$ cat src/core/io_status_pkg.sv
// Constants for the completion status unit: codes, register map, timing
package io_status_pkg;
  // Completion codes written into byte 1 of the parameter block
  localparam logic [7:0] CC_SUCCESS       = 8'h00;
  localparam logic [7:0] CC_BAD_LUN       = 8'h11;
  localparam logic [7:0] CC_MODE_ERR      = 8'h12;
  localparam logic [7:0] CC_BAD_CMD       = 8'h14;
  localparam logic [7:0] CC_SG_LENGTH     = 8'h1c;
  localparam logic [7:0] CC_NEXT_ALIGN    = 8'h1e;
  localparam logic [7:0] CC_SG_ALIGN      = 8'h1f;
  localparam logic [7:0] CC_DISCARD_ADDR  = 8'h21;
  localparam logic [7:0] CC_BAD_PRIORITY  = 8'h22;
  localparam logic [7:0] CC_COUNT_SIZE    = 8'h23;
  localparam logic [7:0] CC_RESEL_TMO     = 8'h41;
  localparam logic [7:0] CC_SELECT_TMO    = 8'h42;
  localparam logic [7:0] CC_OP_TMO        = 8'h43;
  localparam logic [7:0] CC_DMA_TMO       = 8'h44;
  localparam logic [7:0] CC_ODD_RESUME    = 8'h45;
  localparam logic [7:0] CC_FIFO_PARITY   = 8'h46;
  localparam logic [7:0] CC_BUS_ERROR     = 8'h4b;
  localparam logic [7:0] CC_RESIDUAL      = 8'h62;
  localparam logic [7:0] CC_PHASE_CHANGE  = 8'h73;
  localparam logic [7:0] CC_SYNC_REQ      = 8'h74;
  localparam logic [7:0] CC_MSG_REJECT    = 8'h75;
  localparam logic [7:0] CC_REQ_STUCK     = 8'h76;
  localparam logic [7:0] CC_DATA_AFTER_0  = 8'h77;
  localparam logic [7:0] CC_ABORTED       = 8'h83;

  // Limits
  localparam logic [3:0]  MAX_LUN         = 4'h7;
  localparam logic [31:0] MAX_DMA_BYTES   = 32'h0100_0000;  // 16 megabytes
  localparam int unsigned CLK_HZ          = 40_000_000;
  localparam int unsigned SEL_TMO_MS      = 250;
  localparam int unsigned OP_TMO_MS       = 2000;
  localparam int unsigned DMA_TMO_MS      = 1;
  localparam int unsigned SEL_TMO_CYC     = SEL_TMO_MS * (CLK_HZ / 1000);
  localparam int unsigned OP_TMO_CYC      = OP_TMO_MS * (CLK_HZ / 1000);
  localparam int unsigned DMA_TMO_CYC     = DMA_TMO_MS * (CLK_HZ / 1000);

  // Wishbone register word addresses (byte address bits 3:2)
  localparam logic [1:0] REG_STATUS       = 2'h0;  // Code, flags, sense key view
  localparam logic [1:0] REG_CONTROL      = 2'h1;  // DMA and operation timer disable, abort clear
  localparam logic [1:0] REG_SENSE        = 2'h2;  // Last sense byte 2
  localparam logic [1:0] REG_ABORT        = 2'h3;  // Pending abort map with targets 4-7 ORed onto targets 0-3

  // Field positions in the status register
  localparam int CODE_LSB    = 0;
  localparam int DONE_BIT    = 8;
  localparam int ERROR_SUMMARY_FLAG_BIT    = 9;
  localparam int FATAL_BIT   = 10;
  localparam int KEY_LSB     = 12;

  // Control register reset value: timers enabled
  localparam logic [1:0] CONTROL_RESET = 2'h0;

  // Sense key encoding
  typedef enum logic [3:0] {
    KEY_NONE = 4'h0, KEY_RECOVERED = 4'h1, KEY_NOT_READY = 4'h2, KEY_MEDIUM = 4'h3,
    KEY_HARDWARE = 4'h4, KEY_ILLEGAL = 4'h5, KEY_ATTENTION = 4'h6, KEY_PROTECT = 4'h7,
    KEY_BLANK = 4'h8, KEY_VENDOR = 4'h9, KEY_COPY_ABORT = 4'ha, KEY_ABORTED = 4'hb,
    KEY_EQUAL = 4'hc, KEY_OVERFLOW = 4'hd, KEY_MISCOMPARE = 4'he, KEY_RESERVED = 4'hf
  } sense_key_e;
endpackage

$ cat src/core/io_completion_status_unit.sv
// Completion status unit: classifies parameter block outcome and reports it
//
// How it works
// Code goes to block byte 1; valid only with done; no reserved code made.
// Clean block reports code 00.
// Logical unit above seven rejects with code 11.
// Invalid command code ends block with code 14.
// Odd next-block address gives 1e and stops the chain.
// Odd scatter/gather address gives 1f.
// Scatter/gather word total mismatch gives 1c.
// Misaligned discard transfer address in word or longword mode gives 21.
// Priority block other than request sense or controller gives 22.
// DMA count above 16 megabytes gives 23.
// Reselection timeout gives 41.
// Selection unanswered for 250 ms gives 42.
// Block unfinished after two seconds gives 43.
// DMA engine unfinished within 1 ms gives 44.
// Odd resume address with byte swap gives 45.
// Bus error as master gives 4b; FIFO parity error gives 46.
// Moved and requested byte counts differ at end gives 62.
// Phase change 73, stuck request 76, data after count zero 77.
// Bad sync answer 74, rejected valid message 75.
// After check condition abort later nonzero-level blocks with 83 until sense or test unit ready.
// Sense key decoded per standard table, F reserved.
// Target puts information at bytes 03-06 MSB first, length at 07.
// Error summary for block failures, fatal flag for reset-needing failures.
//
// The register offsets and register access over Wishbone were chosen for this implementation.
`timescale 1ns/1ps
module io_completion_status_unit
  import io_status_pkg::*;
#(
  parameter int unsigned SEL_TMO = io_status_pkg::SEL_TMO_CYC,
  parameter int unsigned OP_TMO  = io_status_pkg::OP_TMO_CYC,
  parameter int unsigned DMA_TMO = io_status_pkg::DMA_TMO_CYC
) (
  // Clock and reset
  input  wire logic        clk_i,
  input  wire logic        rst_i,
  // Wishbone slave
  input  wire logic        wb_cyc_i,
  input  wire logic        wb_stb_i,
  input  wire logic        wb_we_i,
  input  wire logic [3:0]  wb_adr_i,
  input  wire logic [3:0]  wb_sel_i,
  input  wire logic [31:0] wb_dat_i,
  output logic      [31:0] wb_dat_o,
  output logic             wb_ack_o,
  // Block start and static checks from the command engine
  input  wire logic        blk_start_i,
  input  wire logic [3:0]  blk_lun_i,
  input  wire logic [2:0]  blk_target_i,
  input  wire logic        blk_int_nonzero_i,
  input  wire logic        blk_is_sense_i,
  input  wire logic        blk_is_tur_i,
  input  wire logic        blk_is_ctrl_i,
  input  wire logic        blk_priority_i,
  input  wire logic        blk_cmd_valid_i,
  input  wire logic [31:0] blk_dma_count_i,
  input  wire logic        discard_transfer_i,
  input  wire logic        long_mode_i,
  input  wire logic [1:0]  data_addr_lo_i,
  input  wire logic        byte_swap_flag_i,
  // Runtime events, one-cycle pulses
  input  wire logic        next_addr_odd_i,
  input  wire logic        sg_addr_odd_i,
  input  wire logic        sg_len_bad_i,
  input  wire logic        resel_tmo_i,
  input  wire logic        sel_start_i,
  input  wire logic        sel_resp_i,
  input  wire logic        dma_start_i,
  input  wire logic        dma_done_i,
  input  wire logic        resume_odd_i,
  input  wire logic        bus_err_i,
  input  wire logic        fifo_parity_i,
  input  wire logic        phase_err_i,
  input  wire logic        req_stuck_i,
  input  wire logic        data_after_zero_i,
  input  wire logic        sync_bad_i,
  input  wire logic        msg_reject_i,
  input  wire logic        fatal_i,
  input  wire logic        check_cond_i,
  input  wire logic [7:0]  sense_byte2_i,
  input  wire logic        sense_valid_i,
  // Transfer end with counts
  input  wire logic        xfer_end_i,
  input  wire logic [31:0] dma_moved_i,
  // Completion write-back toward the block in memory
  output logic             done_o,
  output logic [7:0]       code_o,
  output logic             error_summary_flag_o,
  output logic             fatal_error_flag_o,
  output logic             stop_chain_o,
  output logic [3:0]       sense_key_o
);
  import io_status_pkg::*;

  // Elaboration check: a zero count would wrap the limit to all ones and stall a watchdog
  if (SEL_TMO < 1 || OP_TMO < 1 || DMA_TMO < 1) begin
    $error("Timeout counts must be positive");
  end

  typedef enum logic [1:0] {
    ST_IDLE = 2'b01,
    ST_RUN  = 2'b10
  } state_e;

  typedef struct packed {
    state_e      st;
    logic [31:0] op_cnt;
    logic [31:0] sel_cnt;
    logic [31:0] dma_cnt;
    logic        sel_on;
    logic        dma_on;
    logic [7:0]  code;
    logic        done;
    logic        error_summary_flag;
    logic        fatal;
    logic        stop_chain;
    logic [3:0]  key;
    logic [7:0]  sense2;
    logic [63:0] abort_map;
    logic [1:0]  ctrl;
    logic [31:0] rdat;
    logic        ack;
  } state_s;

  state_s q, d;

  // Priority picker over runtime faults; last listed wins
  function automatic logic [7:0] runtime_code();
    logic [7:0] c;
    c = CC_SUCCESS;
    if (msg_reject_i)      c = CC_MSG_REJECT;
    if (sync_bad_i)        c = CC_SYNC_REQ;
    if (data_after_zero_i) c = CC_DATA_AFTER_0;
    if (req_stuck_i)       c = CC_REQ_STUCK;
    if (phase_err_i)       c = CC_PHASE_CHANGE;
    if (fifo_parity_i)     c = CC_FIFO_PARITY;
    if (bus_err_i)         c = CC_BUS_ERROR;
    if (resume_odd_i && byte_swap_flag_i) c = CC_ODD_RESUME;
    if (resel_tmo_i)       c = CC_RESEL_TMO;
    if (sg_len_bad_i)      c = CC_SG_LENGTH;
    if (sg_addr_odd_i)     c = CC_SG_ALIGN;
    if (next_addr_odd_i)   c = CC_NEXT_ALIGN;
    return c;
  endfunction

  logic [5:0] tl_idx;
  logic [7:0] rt_code;
  logic       disc_bad;
  logic       wb_hit;

  // Next-state logic
  always_comb begin
    d = q;
    d.ack = 1'b0;
    tl_idx = {blk_target_i, blk_lun_i[2:0]};
    rt_code = runtime_code();
    disc_bad = long_mode_i ? (data_addr_lo_i != 2'h0) : data_addr_lo_i[0];
    wb_hit = wb_cyc_i && wb_stb_i && !q.ack;

    unique case (q.st)
      ST_IDLE: begin
        if (blk_start_i) begin
          d.done = 1'b0;
          d.error_summary_flag = 1'b0;
          d.stop_chain = 1'b0;
          d.op_cnt = '0;
          d.sel_on = 1'b0;
          d.dma_on = 1'b0;
          d.code = CC_SUCCESS;
          // Static checks finish the block at once, in a fixed priority
          if (blk_lun_i > MAX_LUN) d.code = CC_BAD_LUN;
          else if (blk_priority_i && !blk_is_sense_i && !blk_is_ctrl_i)
            d.code = CC_BAD_PRIORITY;
          else if (!blk_cmd_valid_i) d.code = CC_BAD_CMD;
          else if (blk_dma_count_i > MAX_DMA_BYTES) d.code = CC_COUNT_SIZE;
          else if (discard_transfer_i && disc_bad) d.code = CC_DISCARD_ADDR;
          else if (q.abort_map[tl_idx] && blk_int_nonzero_i
                   && !blk_is_sense_i && !blk_is_tur_i) d.code = CC_ABORTED;
          if (d.code != CC_SUCCESS) begin
            d.done = 1'b1;
            d.error_summary_flag = 1'b1;
          end else begin
            if (blk_is_sense_i || blk_is_tur_i) d.abort_map[tl_idx] = 1'b0;
            d.st = ST_RUN;
          end
        end
      end
      ST_RUN: begin
        d.op_cnt = q.op_cnt + 32'd1;
        // Selection and DMA watchdogs
        if (sel_start_i) begin
          d.sel_on = 1'b1;
          d.sel_cnt = '0;
        end else if (sel_resp_i) d.sel_on = 1'b0;
        else if (q.sel_on) d.sel_cnt = q.sel_cnt + 32'd1;
        if (dma_start_i) begin
          d.dma_on = 1'b1;
          d.dma_cnt = '0;
        end else if (dma_done_i) d.dma_on = 1'b0;
        else if (q.dma_on) d.dma_cnt = q.dma_cnt + 32'd1;

        if (fatal_i) begin
          d.fatal = 1'b1;
          d.done = 1'b1;
          d.st = ST_IDLE;
        end else if (rt_code != CC_SUCCESS) begin
          d.code = rt_code;
          d.stop_chain = next_addr_odd_i;
        end else if (q.sel_on && q.sel_cnt >= SEL_TMO - 1) begin
          d.code = CC_SELECT_TMO;
        end else if (q.dma_on && q.dma_cnt >= DMA_TMO - 1 && !q.ctrl[0]) begin
          d.code = CC_DMA_TMO;
        end else if (q.op_cnt >= OP_TMO - 1 && !q.ctrl[0]) begin
          d.code = CC_OP_TMO;
        end else if (xfer_end_i) begin
          d.code = (dma_moved_i != blk_dma_count_i) ? CC_RESIDUAL : CC_SUCCESS;
        end
        if (!fatal_i && (d.code != CC_SUCCESS || xfer_end_i)) begin
          d.done = 1'b1;
          d.error_summary_flag = (d.code != CC_SUCCESS);
          d.st = ST_IDLE;
        end
      end
      default: d.st = ST_IDLE;
    endcase

    // Sense key capture from extended sense byte 2
    if (sense_valid_i) begin
      d.sense2 = sense_byte2_i;
      d.key = sense_byte2_i[3:0];
    end

    // Wishbone slave, answers one cycle after the request
    if (wb_hit) begin
      d.ack = 1'b1;
      d.rdat = '0;
      if (wb_we_i) begin
        if (wb_adr_i[3:2] == REG_CONTROL && wb_sel_i[0]) begin
          d.ctrl = wb_dat_i[1:0];
          if (wb_dat_i[1]) d.abort_map = '0;
          d.ctrl[1] = 1'b0;
        end
      end else begin
        unique case (wb_adr_i[3:2])
          REG_STATUS:  d.rdat = {16'h0, q.key, 1'b0, q.fatal, q.error_summary_flag, q.done, q.code};
          REG_CONTROL: d.rdat = {30'h0, q.ctrl};
          REG_SENSE:   d.rdat = {24'h0, q.sense2};
          REG_ABORT:   d.rdat = q.abort_map[31:0] | q.abort_map[63:32];
        endcase
      end
    end

    // Sticky abort set comes last: a check condition beats a bus clear in one cycle
    if (check_cond_i && q.st == ST_RUN) begin
      d.abort_map[tl_idx] = 1'b1;
    end
  end

  // State register
  always_ff @(posedge clk_i) begin
    if (rst_i) begin
      q <= '0;
      q.st <= ST_IDLE;
      q.ctrl <= CONTROL_RESET;
    end else begin
      q <= d;
    end
  end

  // Outputs straight from flops
  assign done_o               = q.done;
  assign code_o               = q.code;
  assign error_summary_flag_o = q.error_summary_flag;
  assign fatal_error_flag_o   = q.fatal;
  assign stop_chain_o         = q.stop_chain;
  assign sense_key_o          = q.key;
  assign wb_dat_o             = q.rdat;
  assign wb_ack_o             = q.ack;

  // Assertions
  chk_lun_reject: assert property (@(posedge clk_i) disable iff (rst_i)
    (q.st == ST_IDLE && blk_start_i && blk_lun_i > MAX_LUN)
      |=> (done_o && code_o == CC_BAD_LUN && error_summary_flag_o))
    else $error("Bad logical unit not rejected with 11");
  chk_success_code: assert property (@(posedge clk_i) disable iff (rst_i)
    (done_o && !error_summary_flag_o && !fatal_error_flag_o) |-> code_o == CC_SUCCESS)
    else $error("Clean completion without code 00");
  chk_count_size: assert property (@(posedge clk_i) disable iff (rst_i)
    (q.st == ST_IDLE && blk_start_i && blk_lun_i <= MAX_LUN && !blk_priority_i
     && blk_cmd_valid_i && blk_dma_count_i > MAX_DMA_BYTES) |=> code_o == CC_COUNT_SIZE)
    else $error("Oversized count not reported");
  chk_next_stop: assert property (@(posedge clk_i) disable iff (rst_i)
    (q.st == ST_RUN && next_addr_odd_i && !fatal_i)
      |=> (stop_chain_o && code_o == CC_NEXT_ALIGN && done_o))
    else $error("Misaligned next block not stopped");
  chk_residual: assert property (@(posedge clk_i) disable iff (rst_i)
    (q.st == ST_RUN && xfer_end_i && !fatal_i && rt_code == CC_SUCCESS
     && !(q.sel_on && q.sel_cnt >= SEL_TMO - 1) && !(q.dma_on && q.dma_cnt >= DMA_TMO - 1)
     && q.op_cnt < OP_TMO - 1 && dma_moved_i != blk_dma_count_i)
      |=> code_o == CC_RESIDUAL)
    else $error("Residual mismatch not reported");
  chk_bus_error: assert property (@(posedge clk_i) disable iff (rst_i)
    (q.st == ST_RUN && bus_err_i && !fatal_i && !next_addr_odd_i && !sg_addr_odd_i
     && !sg_len_bad_i && !resel_tmo_i && !(resume_odd_i && byte_swap_flag_i))
      |=> code_o == CC_BUS_ERROR)
    else $error("Bus error not reported as 4b");
  chk_abort_set: assert property (@(posedge clk_i) disable iff (rst_i)
    (q.st == ST_RUN && check_cond_i) |=> q.abort_map[$past(tl_idx)])
    else $error("Check condition did not arm abort");
  chk_wb_ack: assert property (@(posedge clk_i) disable iff (rst_i)
    (wb_cyc_i && wb_stb_i && !wb_ack_o) |=> wb_ack_o ##1 !wb_ack_o)
    else $error("Bus ack not one cycle after request");
  chk_done_error_summary_flag: assert property (@(posedge clk_i) disable iff (rst_i)
    (done_o && code_o != CC_SUCCESS) |-> error_summary_flag_o)
    else $error("Error code without error summary");
endmodule

$ cat config.mk
export PLATFORM = sky130hd
export DESIGN_NAME = io_completion_status_unit
export DESIGN_NICKNAME = d
export VERILOG_FILES = /design/src/core/io_status_pkg.sv /design/src/core/io_completion_status_unit.sv
export SDC_FILE = /design/constraint.sdc
export NUM_CORES = 1
export LEC_CHECK = 0
export BUFFER_PORTS_ARGS = -buffer_cell sky130_fd_sc_hd__buf_4
export CAP_MARGIN = 10
export CORE_MARGIN = 2
export CORE_UTILIZATION = 50
export DETAILED_ROUTE_END_ITERATION = 16
export PLACE_DENSITY = 0.73
export SLEW_MARGIN = 10
export SYNTH_ARGS = -nofsm -noshare
export SYNTH_HDL_FRONTEND = slang
export SYNTH_SLANG_ARGS = --single-unit
export TNS_END_PERCENT = 1
$ cat constraint.sdc
create_clock -name clk_i -period 3.3 [get_ports clk_i]
set_input_delay 0 -clock clk_i [delete_from_list [all_inputs] [get_ports clk_i]]
set_output_delay 0 -clock clk_i [all_outputs]
set_load 0.05 [all_outputs]
==> key figures <==
Critical path
  • CP max-delay cell: dlygate4sd3_1
  • Crit-path leading delay family: simple AND/OR/NAND/NOR gates
  • Cell Chain, Critical Path: nand3_1 > nor4b_1 > nand2_1 > a21oi_1 > nor3_1 > a211oi_1 > inv_1 > nor4_1 > dlygate4sd3_1
  • WP data required: 3770 ps
  • Crit path kind: reg -> reg
  • Crit path largest cell delay: 570 ps
  • Worst Setup End Kind: register
  • Worst Path Buf+Inv: 2
  • Worst setup SP type: register
  • Crit-path max FO: 5
  • CP Data Arrival Time: 3520 ps

Layout
  • Fin area: 13900 µm²
  • Layout Area Growth over Synthesis: 21.7%
  • Most frequent cells in the layout: dfxtp_1 (218), buf_4 (185), nand2_1 (174)
  • Inserted Diodes: 0
  • Fin nets: 1728
  • Register area: 4360 µm²
  • Fill count: 2014
  • Share of layout cells above drive strength 1: 17.0%
  • Commonest non-fill, non-tap cell in the layout: dfxtp_1
  • Fin util: 61.8%
  • Multi-input gate area: 6400 µm²

Place
  • PortBufs: 169
  • DP HPWL: 23300 µm
  • Post-DP Area: 12600 µm²
  • Placer Congestion: 0.920

Floorplan
  • Starting density of the core: 50.8%
  • Core Rows: 55
  • DIE HEIGHT: 155 µm
  • Die ar.: 24200 µm²
  • CORE AREA: 22600 µm²
  • Die width: 155 µm
  • I/O Pins: 205

Synth
  • Warnings from Yosys: 0
  • Synth top area cells: dfxtp_1 (38%), xor2_1 (6.2%), a21oi_1 (5.9%), nand2_1 (5.7%), nor2_1 (5.3%)
  • Synth top area share: 38.1%
  • Fraction of registers with async set or reset after synthesis: 0%
  • Post-synth top flop: dfxtp_1
  • Syn Inst Count: 1423
  • Synthesized flop and latch total: 218
  • Largest area contributor in the netlist: dfxtp_1
  • Syn nets: 1582
  • Sequential area share after synthesis: 38.1%
  • Yosys cell types: 82
  • Post-synth EDFFs: 0
  • Synthesized area: 11500 µm²
  • Syn avg cell area: 8.06 µm²

Clock tree
  • Bufs on Longest Clock Path: 3
  • CTS HTree Levels: 1
  • Clock Latency Late Sink: 530 ps
  • Clock transition at path regs: 60 ps
  • # clock sinks: 218
  • Number of buffers created by CTS: 24
  • Post-CTS setup buffers: 0
  • Root Driver: clkbuf_16
  • CTS tree: built

Power and ir drop
  • Sw Share: 23.2%
  • Internal: 4.77 mW
  • PD cells: 445 nW/µm²
  • Reg power frac: 42.9%
  • Comb power frac: 8.5%
  • LEAKAGE: 5.01 nW
  • Sw Pwr: 1.44 mW
  • IR drop worst, VDD: 0.324 mV
  • Clock Power Share: 48.6%

Worst hold path
  • Worst Hold Class: in -> reg

Run status
  • Status: complete, no violations

Routing
  • Routed Antenna Nets: 0
  • DR WL met2: 15200 µm
  • Routed WL: 33400 µm
  • Drt pass-1 iters: 5
  • Vias: 11000
  • Post-DR vias/cell: 5.90
  • DR top layer: met4
  • # DRC: 0
  • Met3 Wirelength: 2350 µm
  • First DRT Iteration DRCs: 1260
  • WL/cell: 17.8 µm
  • Met1 WL: 14800 µm

STA
  • Setup_tns: 0 ps
  • Setup-failing EPs final: 0
  • Worst hold margin: 31.2 ps
  • F_max: 328 MHz
  • Slew Viols, Final: 0
  • Rel. slew slack: 33.1%
  • Period utilization: 92.4%
  • Clock Skew: 21.6 ps
  • RSZ-0062 raised after global routing: no
  • Period minus WS final: 3050 ps
  • Final hold vios: 0
  • Worst slew pin tran: 1000 ps

GRT
  • Tot GR Track Use: 26.8%
  • First-pass GRT wire length: 53300 µm
  • Largest net degree at the start of global routing: 89
  • Congestion Overflow GR: 0
  • Vias in the first global route: 10400
  • Antenna violations before repair: 0

Job
  • Maxcap violations: 0
[state kept, by name (all words and copies together), names as in the netlist]
| signal | flops |
|---|---|
| wb_dat_o | 32 |
| code_o | 8 |
| q | 170 |
| sense_key_o | 3 |
| wb_ack_o | 1 |
| fatal_error_flag_o | 1 |
| stop_chain_o | 1 |
| done_o | 1 |
| error_summary_flag_o | 1 |
[worst register-to-register path, delay by kind of cell (launching register included)]
family,cells,cell delay (ps)
flops,1,410
simple gates,5,1110
compound gates,2,760
buf+inv,2,720
[what timing repair did]
item,CTS,global route
gates resized for setup,0,0
endpoints found under the hold margin,41,0
hold buffers,44,0
[per-layer routing]
layer	GRT usage, %	vias up
met5	0	-
met2	42.9	435
met1	36.9	5194
met4	9.22	0
li1	-	5339
met3	3.96	71
[power by group through the flow]
| stage | sequential [mW] | clock [mW] | combinational [mW] |
|---|---|---|---|
| after floorplan | 2.72 | 0 | 0.264 |
| after global placement | 2.72 | 0 | 0.478 |
| after detailed placement | 2.72 | 0 | 0.482 |
| after CTS | 2.66 | 3.05 | 0.522 |
| after global routing | 2.66 | 3.17 | 0.563 |
| final | 2.66 | 3.02 | 0.530 |
[cells by family (layout without fill, tap and decap cells)]
kind of cell               after synthesis  after routing  synth area share (%)
and+or+nand+nor                        585            585                  25.0
AOI/OAI and AO/OA                      352            352                  19.7
buffers and inverters                  134            298                  6.20
xor gates and xnor gates               106            106                  8.10
adders and majority gates                3              3                 0.327
DFF                                    218            218                  38.1
muxes                                   25             25                  2.65
[path summary, 6_finish.rpt]
path,startpoint,end,slack [ps],depth (start not counted)
hold / removal,sel_resp_i,q[157]$_SDFFE_PP0P_,30,5
setup / recovery,q[135]$_SDFFE_PP0P_,code_o[2]$_SDFFE_PP0P_,250,9
hold reg to reg,wb_dat_o[17]$_SDFFE_PP0P_,wb_dat_o[17]$_SDFFE_PP0P_,450,2
setup reg to reg,q[135]$_SDFFE_PP0P_,code_o[2]$_SDFFE_PP0P_,250,9
[stage by stage]
step | worst slack [ps] | power (mW) | instances
floorplan | 966 | 2.98 | 1423
global placement | 592 | 3.20 | 1784
detailed placement | 525 | 3.20 | 1784
CTS | 306 | 6.24 | 1872
global route | 15.0 | 6.40 | 1872
finish | 250 | 6.21 | 1872
[final cells by class]
type,count,area share [%]
timing repair buffer,229,13.1
tap,285,2.56
clock buffer,34,5.16
multi-input combinational,1071,45.9
clock inverter,10,1.30
sequential,218,31.3
inverter,25,0.673
[cell usage after synthesis (all sizes together) (25+ instances only)]
library cell,count
xor2,81
nand4,27
xnor2,25
nor2,163
a21oi,135
inv,25
nor4,30
nand2,175
o21ai,67
buf,60
nor3,43
clkbuf,49
o211ai,70
nand3,47
dfxtp,218
Power figures use the tool's default switching activity.
